[src/hw/fifo_cfg_pkg.sv]
// Constants shared by the FIFO configuration and read-port control block
// ============================================================

package fifo_cfg_pkg;

  localparam int unsigned WORD_W   = 72;
  localparam int unsigned OFS_W    = 10;
  localparam int unsigned FT_EDGES = 3;
  localparam int unsigned LANE_X36 = 36;
  localparam int unsigned LANE_X18 = 18;

  // Register byte addresses
  localparam logic [7:0] REG_STATUS    = 8'h00;
  localparam logic [7:0] REG_EMPTY_OFS = 8'h04;
  localparam logic [7:0] REG_FULL_OFS  = 8'h08;

  // Eight default offsets, chosen by the reset straps
  localparam logic [OFS_W-1:0] DEF_OFS [8] = '{
    10'h007, 10'h00f, 10'h01f, 10'h03f, 10'h07f, 10'h0ff, 10'h1ff, 10'h3ff
  };

  // Reset value of the offset registers before straps are seen
  localparam logic [OFS_W-1:0] OFS_RST = 10'h007;

endpackage

[src/hw/fifo_cfg_ctrl.sv]
// Configuration, offset programming and read-port control of the FIFO
`timescale 1ns/1ps
`default_nettype none

module fifo_cfg_ctrl #(
  parameter int unsigned DEPTH = 4
) (
  input  wire logic        mclk,
  input  wire logic        rst_n,
  input  wire logic        full_reset_n,
  input  wire logic        data_only_reset_n,
  input  wire logic        write_side_clock,
  input  wire logic        write_request_n,
  input  wire logic [71:0] data_in,
  input  wire logic        read_side_clock,
  input  wire logic        read_request_n,
  input  wire logic        read_port_select,
  input  wire logic        output_drive_enable,
  input  wire logic        serial_program_clock,
  input  wire logic        serial_load_enable,
  input  wire logic        offset_load_select,
  input  wire logic        mode_serial_in,
  input  wire logic        default_offset_sel0,
  input  wire logic        default_offset_sel1,
  input  wire logic        width_match_enable,
  input  wire logic        in_width_sel,
  input  wire logic        out_width_sel,
  input  wire logic        byte_order_select,
  input  wire logic        flag_timing_select,
  input  wire logic        parity_placement_select,
  input  wire logic        read_port_level_select,
  output logic      [71:0] q_out,
  output logic             q_oe,
  output logic             no_data_flag,
  output logic             near_empty_flag,
  output logic             near_full_flag,
  output logic             echo_clock,
  output logic             echo_read_enable,
  input  wire logic        wb_cyc_i,
  input  wire logic        wb_stb_i,
  input  wire logic        wb_we_i,
  input  wire logic [7:0]  wb_adr_i,
  input  wire logic [3:0]  wb_sel_i,
  input  wire logic [31:0] wb_dat_i,
  output logic      [31:0] wb_dat_o,
  output logic             wb_ack_o
);

  localparam int unsigned OW = fifo_cfg_pkg::OFS_W;
  localparam int unsigned LW = OW + 1;
  localparam int unsigned AW = $clog2(DEPTH);

  // Depth must be a power of two and its unit count fit the offsets
  if (DEPTH < 2 || (DEPTH & (DEPTH - 1)) != 0 || DEPTH * 4 + 1 >= (1 << OW))
  begin : g_bad_depth
    $error("DEPTH must be a power of two with DEPTH*4+1 below offset range");
  end

  // ============================================================
  // Pin synchronisers
  logic [20:0] ps;
  logic [20:0] pr;
  logic [71:0] din;
  logic wclk_s, rclk_s, sclk_s, wreq_s, rreq_s, rps_s, oe_s, sen_s, ld_s, si_s;
  logic mrs_s, prs_s, fs0_s, fs1_s, bm_s, iw_s, ow_s, be_s, pfm_s, ip_s, lvl_s;

  pin_sync #(.W(21)) u_ctl_sync (
    .mclk (mclk),
    .rst_n(rst_n),
    .d    ({read_port_level_select, parity_placement_select, flag_timing_select,
            byte_order_select, out_width_sel, in_width_sel, width_match_enable,
            default_offset_sel1, default_offset_sel0, data_only_reset_n,
            full_reset_n, mode_serial_in, offset_load_select, serial_load_enable,
            output_drive_enable, read_port_select, read_request_n,
            write_request_n, serial_program_clock, read_side_clock,
            write_side_clock}),
    .q    (ps),
    .rise (pr)
  );

  // Data goes through the same two stages so it lines up with its strobe
  pin_sync #(.W(72)) u_dat_sync (
    .mclk (mclk),
    .rst_n(rst_n),
    .d    (data_in),
    .q    (din),
    .rise ()
  );

  assign {lvl_s, ip_s, pfm_s, be_s, ow_s, iw_s, bm_s, fs1_s, fs0_s, prs_s, mrs_s,
          si_s, ld_s, sen_s, oe_s, rps_s, rreq_s, wreq_s, sclk_s, rclk_s,
          wclk_s} = ps;

  logic w_edge, r_edge, s_edge, clr;
  assign w_edge = pr[0];
  assign r_edge = pr[1];
  assign s_edge = pr[2];
  assign clr    = ~mrs_s | ~prs_s;

  // ============================================================
  // Configuration straps, caught while full reset is held
  logic       ft_q, ser_q, bm_q, iw_q, ow_q, be_q, pfm_q, ip_q, lvl_q;
  logic [2:0] idx_q;

  always_ff @(posedge mclk or negedge rst_n)
  begin
    if (!rst_n)
    begin
      {ft_q, ser_q, bm_q, iw_q, ow_q, be_q, pfm_q, ip_q, lvl_q} <= '0;
      idx_q <= '0;
    end
    else if (!mrs_s) // Only full reset changes them; data reset does not
    begin
      ft_q  <= si_s;
      ser_q <= ~ld_s;
      idx_q <= {ld_s, fs1_s, fs0_s};
      {bm_q, iw_q, ow_q} <= {bm_s, iw_s, ow_s};
      be_q  <= be_s;
      pfm_q <= pfm_s;
      ip_q  <= ip_s;
      lvl_q <= lvl_s;
    end
  end

  // ============================================================
  // Width conversion helpers
  logic [2:0] in_ratio, out_ratio;
  assign in_ratio  = (bm_q & iw_q)  ? (ow_q ? 3'h4 : 3'h2) : 3'h1;
  assign out_ratio = (bm_q & ~iw_q) ? (ow_q ? 3'h4 : 3'h2) : 3'h1;

  function automatic logic [71:0] lane_mask(input logic [2:0] r, input logic x18);
    lane_mask = (r == 3'h1) ? {72{1'b1}} :
                x18 ? {54'h0, {18{1'b1}}} : {36'h0, {36{1'b1}}};
  endfunction

  // Big order puts part 0 in the top lane
  function automatic logic [6:0] lane_sh(input logic [1:0] k, input logic [2:0] r,
                                         input logic big, input logic x18);
    logic [1:0] lane;
    lane    = big ? 2'(r - 3'h1 - {1'b0, k}) : k;
    lane_sh = x18 ? 7'(lane * fifo_cfg_pkg::LANE_X18)
                  : 7'(lane * fifo_cfg_pkg::LANE_X36);
  endfunction

  // Drop the parity positions in interspersed mode
  function automatic logic [63:0] strip(input logic [71:0] d, input logic ip);
    logic [63:0] r;
    r = d[63:0];
    if (ip)
    begin
      for (int g = 0; g < 8; g++)
        r[g*8 +: 8] = d[g*9 +: 8];
    end
    strip = r;
  endfunction

  // ============================================================
  // Strobes and offset access
  logic wr_strobe, rd_strobe, par_wr, ofs_rd, ser_shift, wsel_q, rsel_q;
  assign wr_strobe = w_edge & ~wreq_s;
  assign rd_strobe = r_edge & ~rreq_s & ~rps_s;
  assign par_wr    = wr_strobe & ~ld_s & ~ser_q & mrs_s;
  assign ofs_rd    = rd_strobe & ~ld_s & mrs_s;
  assign ser_shift = s_edge & ~sen_s & ~ld_s & ser_q & mrs_s;

  // Alternate empty then full offset; restart when load select rises
  always_ff @(posedge mclk or negedge rst_n)
  begin
    if (!rst_n)
    begin
      wsel_q <= 1'b0;
      rsel_q <= 1'b0;
    end
    else if (ld_s)
    begin
      wsel_q <= 1'b0;
      rsel_q <= 1'b0;
    end
    else
    begin
      if (par_wr)
        wsel_q <= ~wsel_q;
      if (ofs_rd)
        rsel_q <= ~rsel_q;
    end
  end

  // ============================================================
  // Offset registers
  logic [OW-1:0] empty_q, full_q, par_val;
  logic          bus_req, bus_wr;
  logic [OW-1:0] wb_val_e, wb_val_f;
  logic [63:0]   stripped;
  // A function result cannot be part-selected, so it lands in a net first
  assign stripped = strip(din, ip_q);
  assign par_val  = stripped[OW-1:0];
  assign bus_req = wb_cyc_i & wb_stb_i & ~wb_ack_o;
  assign bus_wr  = bus_req & wb_we_i;
  assign wb_val_e = {wb_sel_i[1] ? wb_dat_i[9:8] : empty_q[9:8],
                     wb_sel_i[0] ? wb_dat_i[7:0] : empty_q[7:0]};
  assign wb_val_f = {wb_sel_i[1] ? wb_dat_i[9:8] : full_q[9:8],
                     wb_sel_i[0] ? wb_dat_i[7:0] : full_q[7:0]};

  // Pins win over the bus; data-only reset leaves offsets alone
  always_ff @(posedge mclk or negedge rst_n)
  begin
    if (!rst_n)
    begin
      empty_q <= fifo_cfg_pkg::OFS_RST;
      full_q  <= fifo_cfg_pkg::OFS_RST;
    end
    else if (!mrs_s)
    begin
      empty_q <= fifo_cfg_pkg::DEF_OFS[{ld_s, fs1_s, fs0_s}];
      full_q  <= fifo_cfg_pkg::DEF_OFS[{ld_s, fs1_s, fs0_s}];
    end
    else if (ser_shift) // Empty LSB first, full MSB last
      {full_q, empty_q} <= {si_s, full_q, empty_q[OW-1:1]};
    else if (par_wr)
    begin
      if (wsel_q)
        full_q <= par_val;
      else
        empty_q <= par_val;
    end
    else if (bus_wr && wb_adr_i == fifo_cfg_pkg::REG_EMPTY_OFS)
      empty_q <= wb_val_e;
    else if (bus_wr && wb_adr_i == fifo_cfg_pkg::REG_FULL_OFS)
      full_q <= wb_val_f;
  end

  // ============================================================
  // Write side packing and word store
  logic [71:0] pack_q, pack_d, mem_q [DEPTH];
  logic [1:0]  in_part_q;
  logic [6:0]  in_sh;
  logic        mem_wr, word_done, push, pop;
  logic [AW:0] cnt_q;
  logic [AW-1:0] wp_q, rp_q;

  assign mem_wr    = wr_strobe & ld_s & ~clr; // Memory writes need load high
  assign in_sh     = lane_sh(in_part_q, in_ratio, ~be_q, ow_q);
  assign pack_d    = (pack_q & ~(lane_mask(in_ratio, ow_q) << in_sh)) |
                     ((din & lane_mask(in_ratio, ow_q)) << in_sh);
  assign word_done = mem_wr & (in_part_q == 2'(in_ratio - 3'h1));
  assign push      = word_done & (cnt_q != (AW+1)'(DEPTH));

  always_ff @(posedge mclk or negedge rst_n)
  begin
    if (!rst_n)
    begin
      pack_q    <= '0;
      in_part_q <= '0;
    end
    else if (clr)
    begin
      pack_q    <= '0;
      in_part_q <= '0;
    end
    else if (mem_wr)
    begin
      pack_q    <= pack_d;
      in_part_q <= word_done ? 2'h0 : in_part_q + 2'h1;
    end
  end

  // Storage array holds data only, so it carries no reset
  always_ff @(posedge mclk)
  begin
    if (push)
      mem_q[wp_q] <= pack_d;
  end

  // Pointers and word count
  always_ff @(posedge mclk or negedge rst_n)
  begin
    if (!rst_n)
    begin
      cnt_q <= '0;
      wp_q  <= '0;
      rp_q  <= '0;
    end
    else if (clr)
    begin
      cnt_q <= '0;
      wp_q  <= '0;
      rp_q  <= '0;
    end
    else
    begin
      cnt_q <= cnt_q + (AW+1)'(push) - (AW+1)'(pop);
      if (push)
        wp_q <= wp_q + 1'b1;
      if (pop)
        rp_q <= rp_q + 1'b1;
    end
  end

  // ============================================================
  // Read side: output register, fall-through and part splitting
  logic [71:0] cur_q, out_q, src;
  logic [1:0]  rem_q, ftc_q, k;
  logic        ov_q, avail, ft_fall, adv, adv_ft;

  assign avail   = (rem_q != 2'h0) | (cnt_q != '0);
  // Fall-through ignores select and request
  assign ft_fall = ft_q & r_edge & ~ov_q & (cnt_q != '0) &
                   (ftc_q == 2'(fifo_cfg_pkg::FT_EDGES - 1));
  assign adv_ft  = ft_q & rd_strobe & ld_s & ov_q;
  assign adv     = ~clr & ((~ft_q & rd_strobe & ld_s & avail) | ft_fall |
                           (adv_ft & avail));
  assign pop     = adv & (rem_q == 2'h0);
  assign src     = (rem_q != 2'h0) ? cur_q : mem_q[rp_q];
  assign k       = (rem_q != 2'h0) ? 2'(out_ratio - {1'b0, rem_q}) : 2'h0;

  always_ff @(posedge mclk or negedge rst_n)
  begin
    if (!rst_n)
    begin
      out_q <= '0;
      cur_q <= '0;
      rem_q <= '0;
      ov_q  <= 1'b0;
    end
    else if (clr)
    begin
      out_q <= '0;
      cur_q <= '0;
      rem_q <= '0;
      ov_q  <= 1'b0;
    end
    else if (ofs_rd) // Offsets always read in parallel
      out_q <= {{(72 - OW){1'b0}}, rsel_q ? full_q : empty_q};
    else if (adv)
    begin
      out_q <= (src >> lane_sh(k, out_ratio, ~be_q, ow_q)) &
               lane_mask(out_ratio, ow_q);
      ov_q  <= 1'b1;
      if (rem_q != 2'h0)
        rem_q <= rem_q - 2'h1;
      else
      begin
        cur_q <= mem_q[rp_q];
        rem_q <= 2'(out_ratio - 3'h1);
      end
    end
    else if (adv_ft)
      ov_q <= 1'b0;
  end

  // Count read edges while a word waits to fall through
  always_ff @(posedge mclk or negedge rst_n)
  begin
    if (!rst_n)
      ftc_q <= '0;
    else if (clr || ft_fall)
      ftc_q <= '0;
    else if (r_edge)
      ftc_q <= (ft_q & ~ov_q & (cnt_q != '0)) ? ftc_q + 2'h1 : 2'h0;
  end

  // ============================================================
  // Flags, counted in output units
  logic [LW-1:0] level, cap;
  logic ae_cond, af_cond, nd_q, ne_q, nf_q;
  assign level = LW'(cnt_q) * LW'(out_ratio) + LW'(rem_q) + LW'(ft_q & ov_q);
  assign cap   = LW'(DEPTH) * LW'(out_ratio) + LW'(ft_q);
  assign ae_cond = level <= LW'(empty_q);
  assign af_cond = (level + LW'(full_q)) >= cap;

  // Flags follow read edges whatever the port select does
  always_ff @(posedge mclk or negedge rst_n)
  begin
    if (!rst_n)
    begin
      nd_q <= 1'b0;
      ne_q <= 1'b0;
      nf_q <= 1'b1;
    end
    else if (clr)
    begin
      nd_q <= 1'b0;
      ne_q <= 1'b0;
      nf_q <= 1'b1;
    end
    else
    begin
      if (r_edge)
        nd_q <= ft_q ? (ov_q | ft_fall) : (cnt_q != '0 || rem_q != 2'h0);
      if (pfm_q)
      begin
        if (r_edge)
          ne_q <= ~ae_cond;
        if (w_edge)
          nf_q <= ~af_cond;
      end
      else
      begin
        // Set and release need opposite conditions, so both clocks landing together never clash
        if (r_edge && ae_cond)
          ne_q <= 1'b0;
        if (w_edge && !ae_cond)
          ne_q <= 1'b1;
        if (w_edge && af_cond)
          nf_q <= 1'b0;
        if (r_edge && !af_cond)
          nf_q <= 1'b1;
      end
    end
  end

  // ============================================================
  // Output drive control
  logic hold_q, drive_q;

  // Reset keeps the bus driven until the first read edge after it
  always_ff @(posedge mclk or negedge rst_n)
  begin
    if (!rst_n)
    begin
      hold_q  <= 1'b1;
      drive_q <= 1'b0;
    end
    else if (clr)
      hold_q <= 1'b1;
    else if (r_edge)
    begin
      hold_q  <= 1'b0;
      drive_q <= ~rps_s;
    end
  end

  assign q_oe = ~oe_s & (hold_q | drive_q);
  assign q_out = out_q;
  assign no_data_flag    = nd_q;
  assign near_empty_flag = ne_q;
  assign near_full_flag  = nf_q;

  // Echo outputs exist only for the high-speed read level
  always_ff @(posedge mclk or negedge rst_n)
  begin
    if (!rst_n)
    begin
      echo_clock       <= 1'b0;
      echo_read_enable <= 1'b0;
    end
    else
    begin
      echo_clock       <= lvl_q & rclk_s;
      echo_read_enable <= lvl_q & ~rreq_s;
    end
  end

  // ============================================================
  // Wishbone slave: one registered ack a cycle after the request, unmapped reads return zero
  always_ff @(posedge mclk or negedge rst_n)
  begin
    if (!rst_n)
    begin
      wb_ack_o <= 1'b0;
      wb_dat_o <= '0;
    end
    else
    begin
      wb_ack_o <= bus_req;
      if (bus_req)
        unique case (wb_adr_i)
          fifo_cfg_pkg::REG_STATUS:
            wb_dat_o <= {5'h0, level, idx_q, lvl_q, ow_q, iw_q, bm_q, be_q, ip_q,
                         pfm_q, ser_q, ft_q, ov_q, nf_q, ne_q, nd_q};
          fifo_cfg_pkg::REG_EMPTY_OFS: wb_dat_o <= {22'h0, empty_q};
          fifo_cfg_pkg::REG_FULL_OFS:  wb_dat_o <= {22'h0, full_q};
          default:                     wb_dat_o <= '0;
        endcase
    end
  end
endmodule

`default_nettype wire

[src/hw/pin_sync.sv]
// Two-flop synchroniser with rising-edge pulse for a group of pins
`timescale 1ns/1ps
`default_nettype none

module pin_sync #(
  parameter int unsigned W = 1
) (
  input  wire logic         mclk,
  input  wire logic         rst_n,
  input  wire logic [W-1:0] d,
  output logic      [W-1:0] q,
  output logic      [W-1:0] rise
);

  logic [W-1:0] meta_q;
  logic [W-1:0] sync_q;
  logic [W-1:0] prev_q;

  // ============================================================
  // Synchroniser; first stage feeds only the second
  always_ff @(posedge mclk or negedge rst_n)
  begin
    if (!rst_n)
    begin
      meta_q <= '0;
      sync_q <= '0;
      prev_q <= '0;
    end
    else
    begin
      meta_q <= d;
      sync_q <= meta_q;
      prev_q <= sync_q;
    end
  end

  assign q    = sync_q;
  assign rise = sync_q & ~prev_q;

endmodule

`default_nettype wire

[config.mk]
export PLATFORM = sky130hd
export DESIGN_NAME = fifo_cfg_ctrl
export DESIGN_NICKNAME = d
export VERILOG_FILES = /design/src/hw/fifo_cfg_pkg.sv /design/src/hw/fifo_cfg_ctrl.sv /design/src/hw/pin_sync.sv
export SDC_FILE = /design/constraint.sdc
export NUM_CORES = 1
export LEC_CHECK = 0
export ABC_AREA = 1
export ABC_CLOCK_PERIOD_IN_PS = 7700
export BUFFER_PORTS_ARGS = -buffer_cell sky130_fd_sc_hd__clkbuf_2
export CAP_MARGIN = 10
export CORE_UTILIZATION = 40
export DETAILED_ROUTE_END_ITERATION = 12
export GPL_TIMING_DRIVEN = 0
export PLACE_DENSITY = 0.64
export SLEW_MARGIN = 20
export SYNTH_ARGS = -nofsm -noshare
export SYNTH_HDL_FRONTEND = slang
export SYNTH_SLANG_ARGS = --single-unit
[constraint.sdc]
create_clock -name mclk -period 7.7 [get_ports mclk]
set_input_delay 0.77 -clock mclk [delete_from_list [all_inputs] [get_ports mclk]]
set_output_delay 0.77 -clock mclk [all_outputs]
set_load 0.02 [all_outputs]
==> run summary <==
Setup bufs post-CTS - 0
Die footprint - 94300 µm²
# setup viols final - 0
Antenna violations before repair - 0
Nets@finish - 4935
Most frequent cells in the layout - nand2_1, nand3_1, dfrtp_1, o21ai_0, inv_1
Post-route ant nets - 0
Chip height - 307 µm
Ys flop type - dfrtp_1
Worst hold path class - in2async
Placer Congestion - 1.02
Post-Syn Area per Cell - 8.41 µm²
TritonCTS Buffers - 80
Setup slack after layout - 2.63 ns
Post-route non-filler standard cell count - 6059
Root buffer cell - clkbuf_16
Skew-Pair Late Insertion Delay - 0.67 ns
Via count - 32300
Clk sinks - 772
Ports - 253
Critical path class - reg2reg
Initial Util - 40.5%
Sequential-to-total area share from yosys stat - 55.8%
Cts hold-fix bufs - 0
Yosys reg bits - 772
TritonCTS clock tree - yes
Cells after Synth - 4425
Outcome - finished clean
Most common cell after layout, fill and taps aside - nand2_1
CP arrival - 5.67 ns
CTS clk-pin slew, worst paths - 0.06 ns
Synthesis Warnings - 0
RSZ-0062 raised after global routing - no
Grt total ovfl - 0
Vias per inst - 5.32
Die span in x - 307 µm
Final wirelength - 125000 µm
Dpl cells - 5912
VDD IR max - 207 µV
Critical Path RT - 8.30 ns
Synth unique cells - 56
Final Skew - 0.0144 ns
Area grow syn2layout - 15.5%
EDFF count, synth - 288
Row count - 111
Critical Path End Type - register
F_max - 197 MHz
Post_cts resized - 0
Largest net degree at the start of global routing - 93
Mapped Area - 37200 µm²
PD cells - 233 nW/µm²
DRC viols - 0
H-tree levels - 3
Core area - 91900 µm²
Total negative slack - 0 ns
Max_cap viols - 0
Worst relative slew slack - 28.7%
Vias in the first global route - 30800
Post-DP HPWL - 96200 µm
Wire per inst - 20.6 µm
Period Utilization, post-route - 65.9%
Crit path max fanout - 9
Port bufs - 219
Max-slew violation count - 0
FFs w/ async S/R, synth - 62.7%
Least-Margin Pin Slew - 1.06 ns
Global-route wire length before repair - 188000 µm
Layout cells sized above 1 - 11.5%
DRT Pass-1 Iters - 5
Final Hold Viols - 0
Global-route usage over all layers - 26.5%
Dpl ws - 2.72 ns
Leakage - 20.4 nW
Longest Clk Path Bufs - 3
CP Launch Type - register
1st-iter DRT viols - 3218
Final min period - 5.07 ns
Fillers - 9023
## metrics by stage
stage	util [%]	hold slack [ns]	instance area, µm²	power [W]
global route	46.8	0.154	43000	0.0104
detailed placement	43.9	0.335	40400	0.00621
CTS	46.8	0.109	43000	0.0100
floorplan	-	0.331	37300	0.00551
finish	46.8	0.114	43000	0.0100
global placement	43.4	0.333	39900	0.00619
## synth_stat cells (all sizes together) (2+ instances only)
library cell / number / area share [%]
nand3b: 4 / 0.081
ha: 37 / 1.2
nor3b: 2 / 0.040
nor2: 232 / 2.4
clkbuf: 107 / 1.1
o211ai: 44 / 0.90
buf: 146 / 2.2
nor3: 11 / 0.19
and2: 6 / 0.10
edfxtp: 288 / 23
dfrtp: 476 / 32
a22o: 19 / 0.45
a21oi: 82 / 1.1
o31ai: 10 / 0.20
nand4: 8 / 0.13
clkinv: 7 / 0.074
xor2: 4 / 0.094
o21bai: 4 / 0.081
o21a: 6 / 0.12
o22ai: 42 / 0.71
dfstp: 8 / 0.56
a31oi: 11 / 0.18
inv: 333 / 3.4
xnor2: 2 / 0.047
o221ai: 3 / 0.071
nand2: 1581 / 16
fa: 5 / 0.27
o21ai: 420 / 5.7
nand3: 516 / 7.1
nor4: 2 / 0.034
## sequential cells by signal (all words and copies together), names as in the netlist, 3 cells and up
| register | count |
|---|---|
| u_dat_sync.q | 72 |
| cur_q | 72 |
| u_dat_sync.meta_q | 72 |
| q_out | 72 |
| u_ctl_sync.prev_q | 3 |
| mem_q | 288 |
| cnt_q | 3 |
| empty_q | 10 |
| pack_q | 72 |
| idx_q | 3 |
| u_ctl_sync.q | 21 |
| wb_dat_o | 23 |
| u_ctl_sync.meta_q | 21 |
| full_q | 10 |
## final cells by class
class                      count  area [µm²]  area share [%]
clock buffer                 104        2200            5.12
tap                         1243        1560            3.62
buffer                       253        1240            2.88
timing repair buffer         236        1520            3.54
antenna                        1        2.50         0.00582
clock inverter                42         418           0.972
multi-input combinational   3068       14000            32.6
sequential                   772       20800            48.3
inverter                     340        1280            2.98
## logic make-up (layout without fill, tap and decap cells)
| kind of cell | Yosys count | count (layout) | synth area share, % |
|---|---|---|---|
| simple gates | 2363 | 2363 | 26.2 |
| flops | 772 | 772 | 55.8 |
| compound gates | 648 | 648 | 9.62 |
| buf+inv | 593 | 975 | 6.76 |
| fa+ha+maj | 42 | 42 | 1.51 |
| xor+xnor | 6 | 6 | 0.141 |
| other cells | 1 | 10 | 0.0101 |
## worst paths after layout
check                                           startpoint                              end  slack [ns]  cells after the start
setup reg to reg                          iw_q$_DFFE_PN0N_       near_full_flag$_DFFE_PN1P_        2.63                     23
min in group mclk                              data_in[45]  u_dat_sync.meta_q[45]$_DFF_PN0_        0.20                      1
max in group asynchronous                            rst_n  u_dat_sync.meta_q[57]$_DFF_PN0_        5.91                      4
hold reg to reg            u_dat_sync.meta_q[53]$_DFF_PN0_       u_dat_sync.q[53]$_DFF_PN0_        0.34                      0
hold / removal                                       rst_n       u_ctl_sync.q[18]$_DFF_PN0_        0.11                      1
setup / recovery                          iw_q$_DFFE_PN0N_       near_full_flag$_DFFE_PN1P_        2.63                     23
## layer usage
layer,wire length (µm),vias to the layer above,global-route usage [%]
met4,4630,0,10.1
met3,8800,232,3.29
met5,0,-,0
met2,57800,1320,42.7
met1,53900,15500,36.4
li1,-,15200,-
## worst max-delay path, cell delays in order (launching register included)
cell      delay, ns
dfrtp_1        0.43
inv_2          0.18
nand2_4        0.17
nor2_2         0.17
nand2_1        0.09
fa_1           0.52
inv_1          0.05
ha_1           0.30
fa_1           0.41
xor2_1         0.37
ha_1           0.35
nand2_1        0.08
nor2_1         0.04
a211oi_1       0.34
xor2_1         0.15
ha_1           0.22
nor4_1         0.29
nand2_1        0.08
a21oi_1        0.11
nand2_1        0.12
o211ai_1       0.23
nand2_1        0.08
nor3_1         0.15
nor2_1         0.06
## report_power, final
part / leakage [nW] / total [W] / internal [W] / switching [W]
logic: 10.3 / 0.00164 / 0.000395 / 0.00125
clock network: 1.28 / 0.00385 / 0.00218 / 0.00168
registers: 8.82 / 0.00454 / 0.00448 / 0.0000623
total: 20.4 / 0.0100 / 0.00705 / 0.00299
No activity file was read; power rests on OpenSTA's default activity.
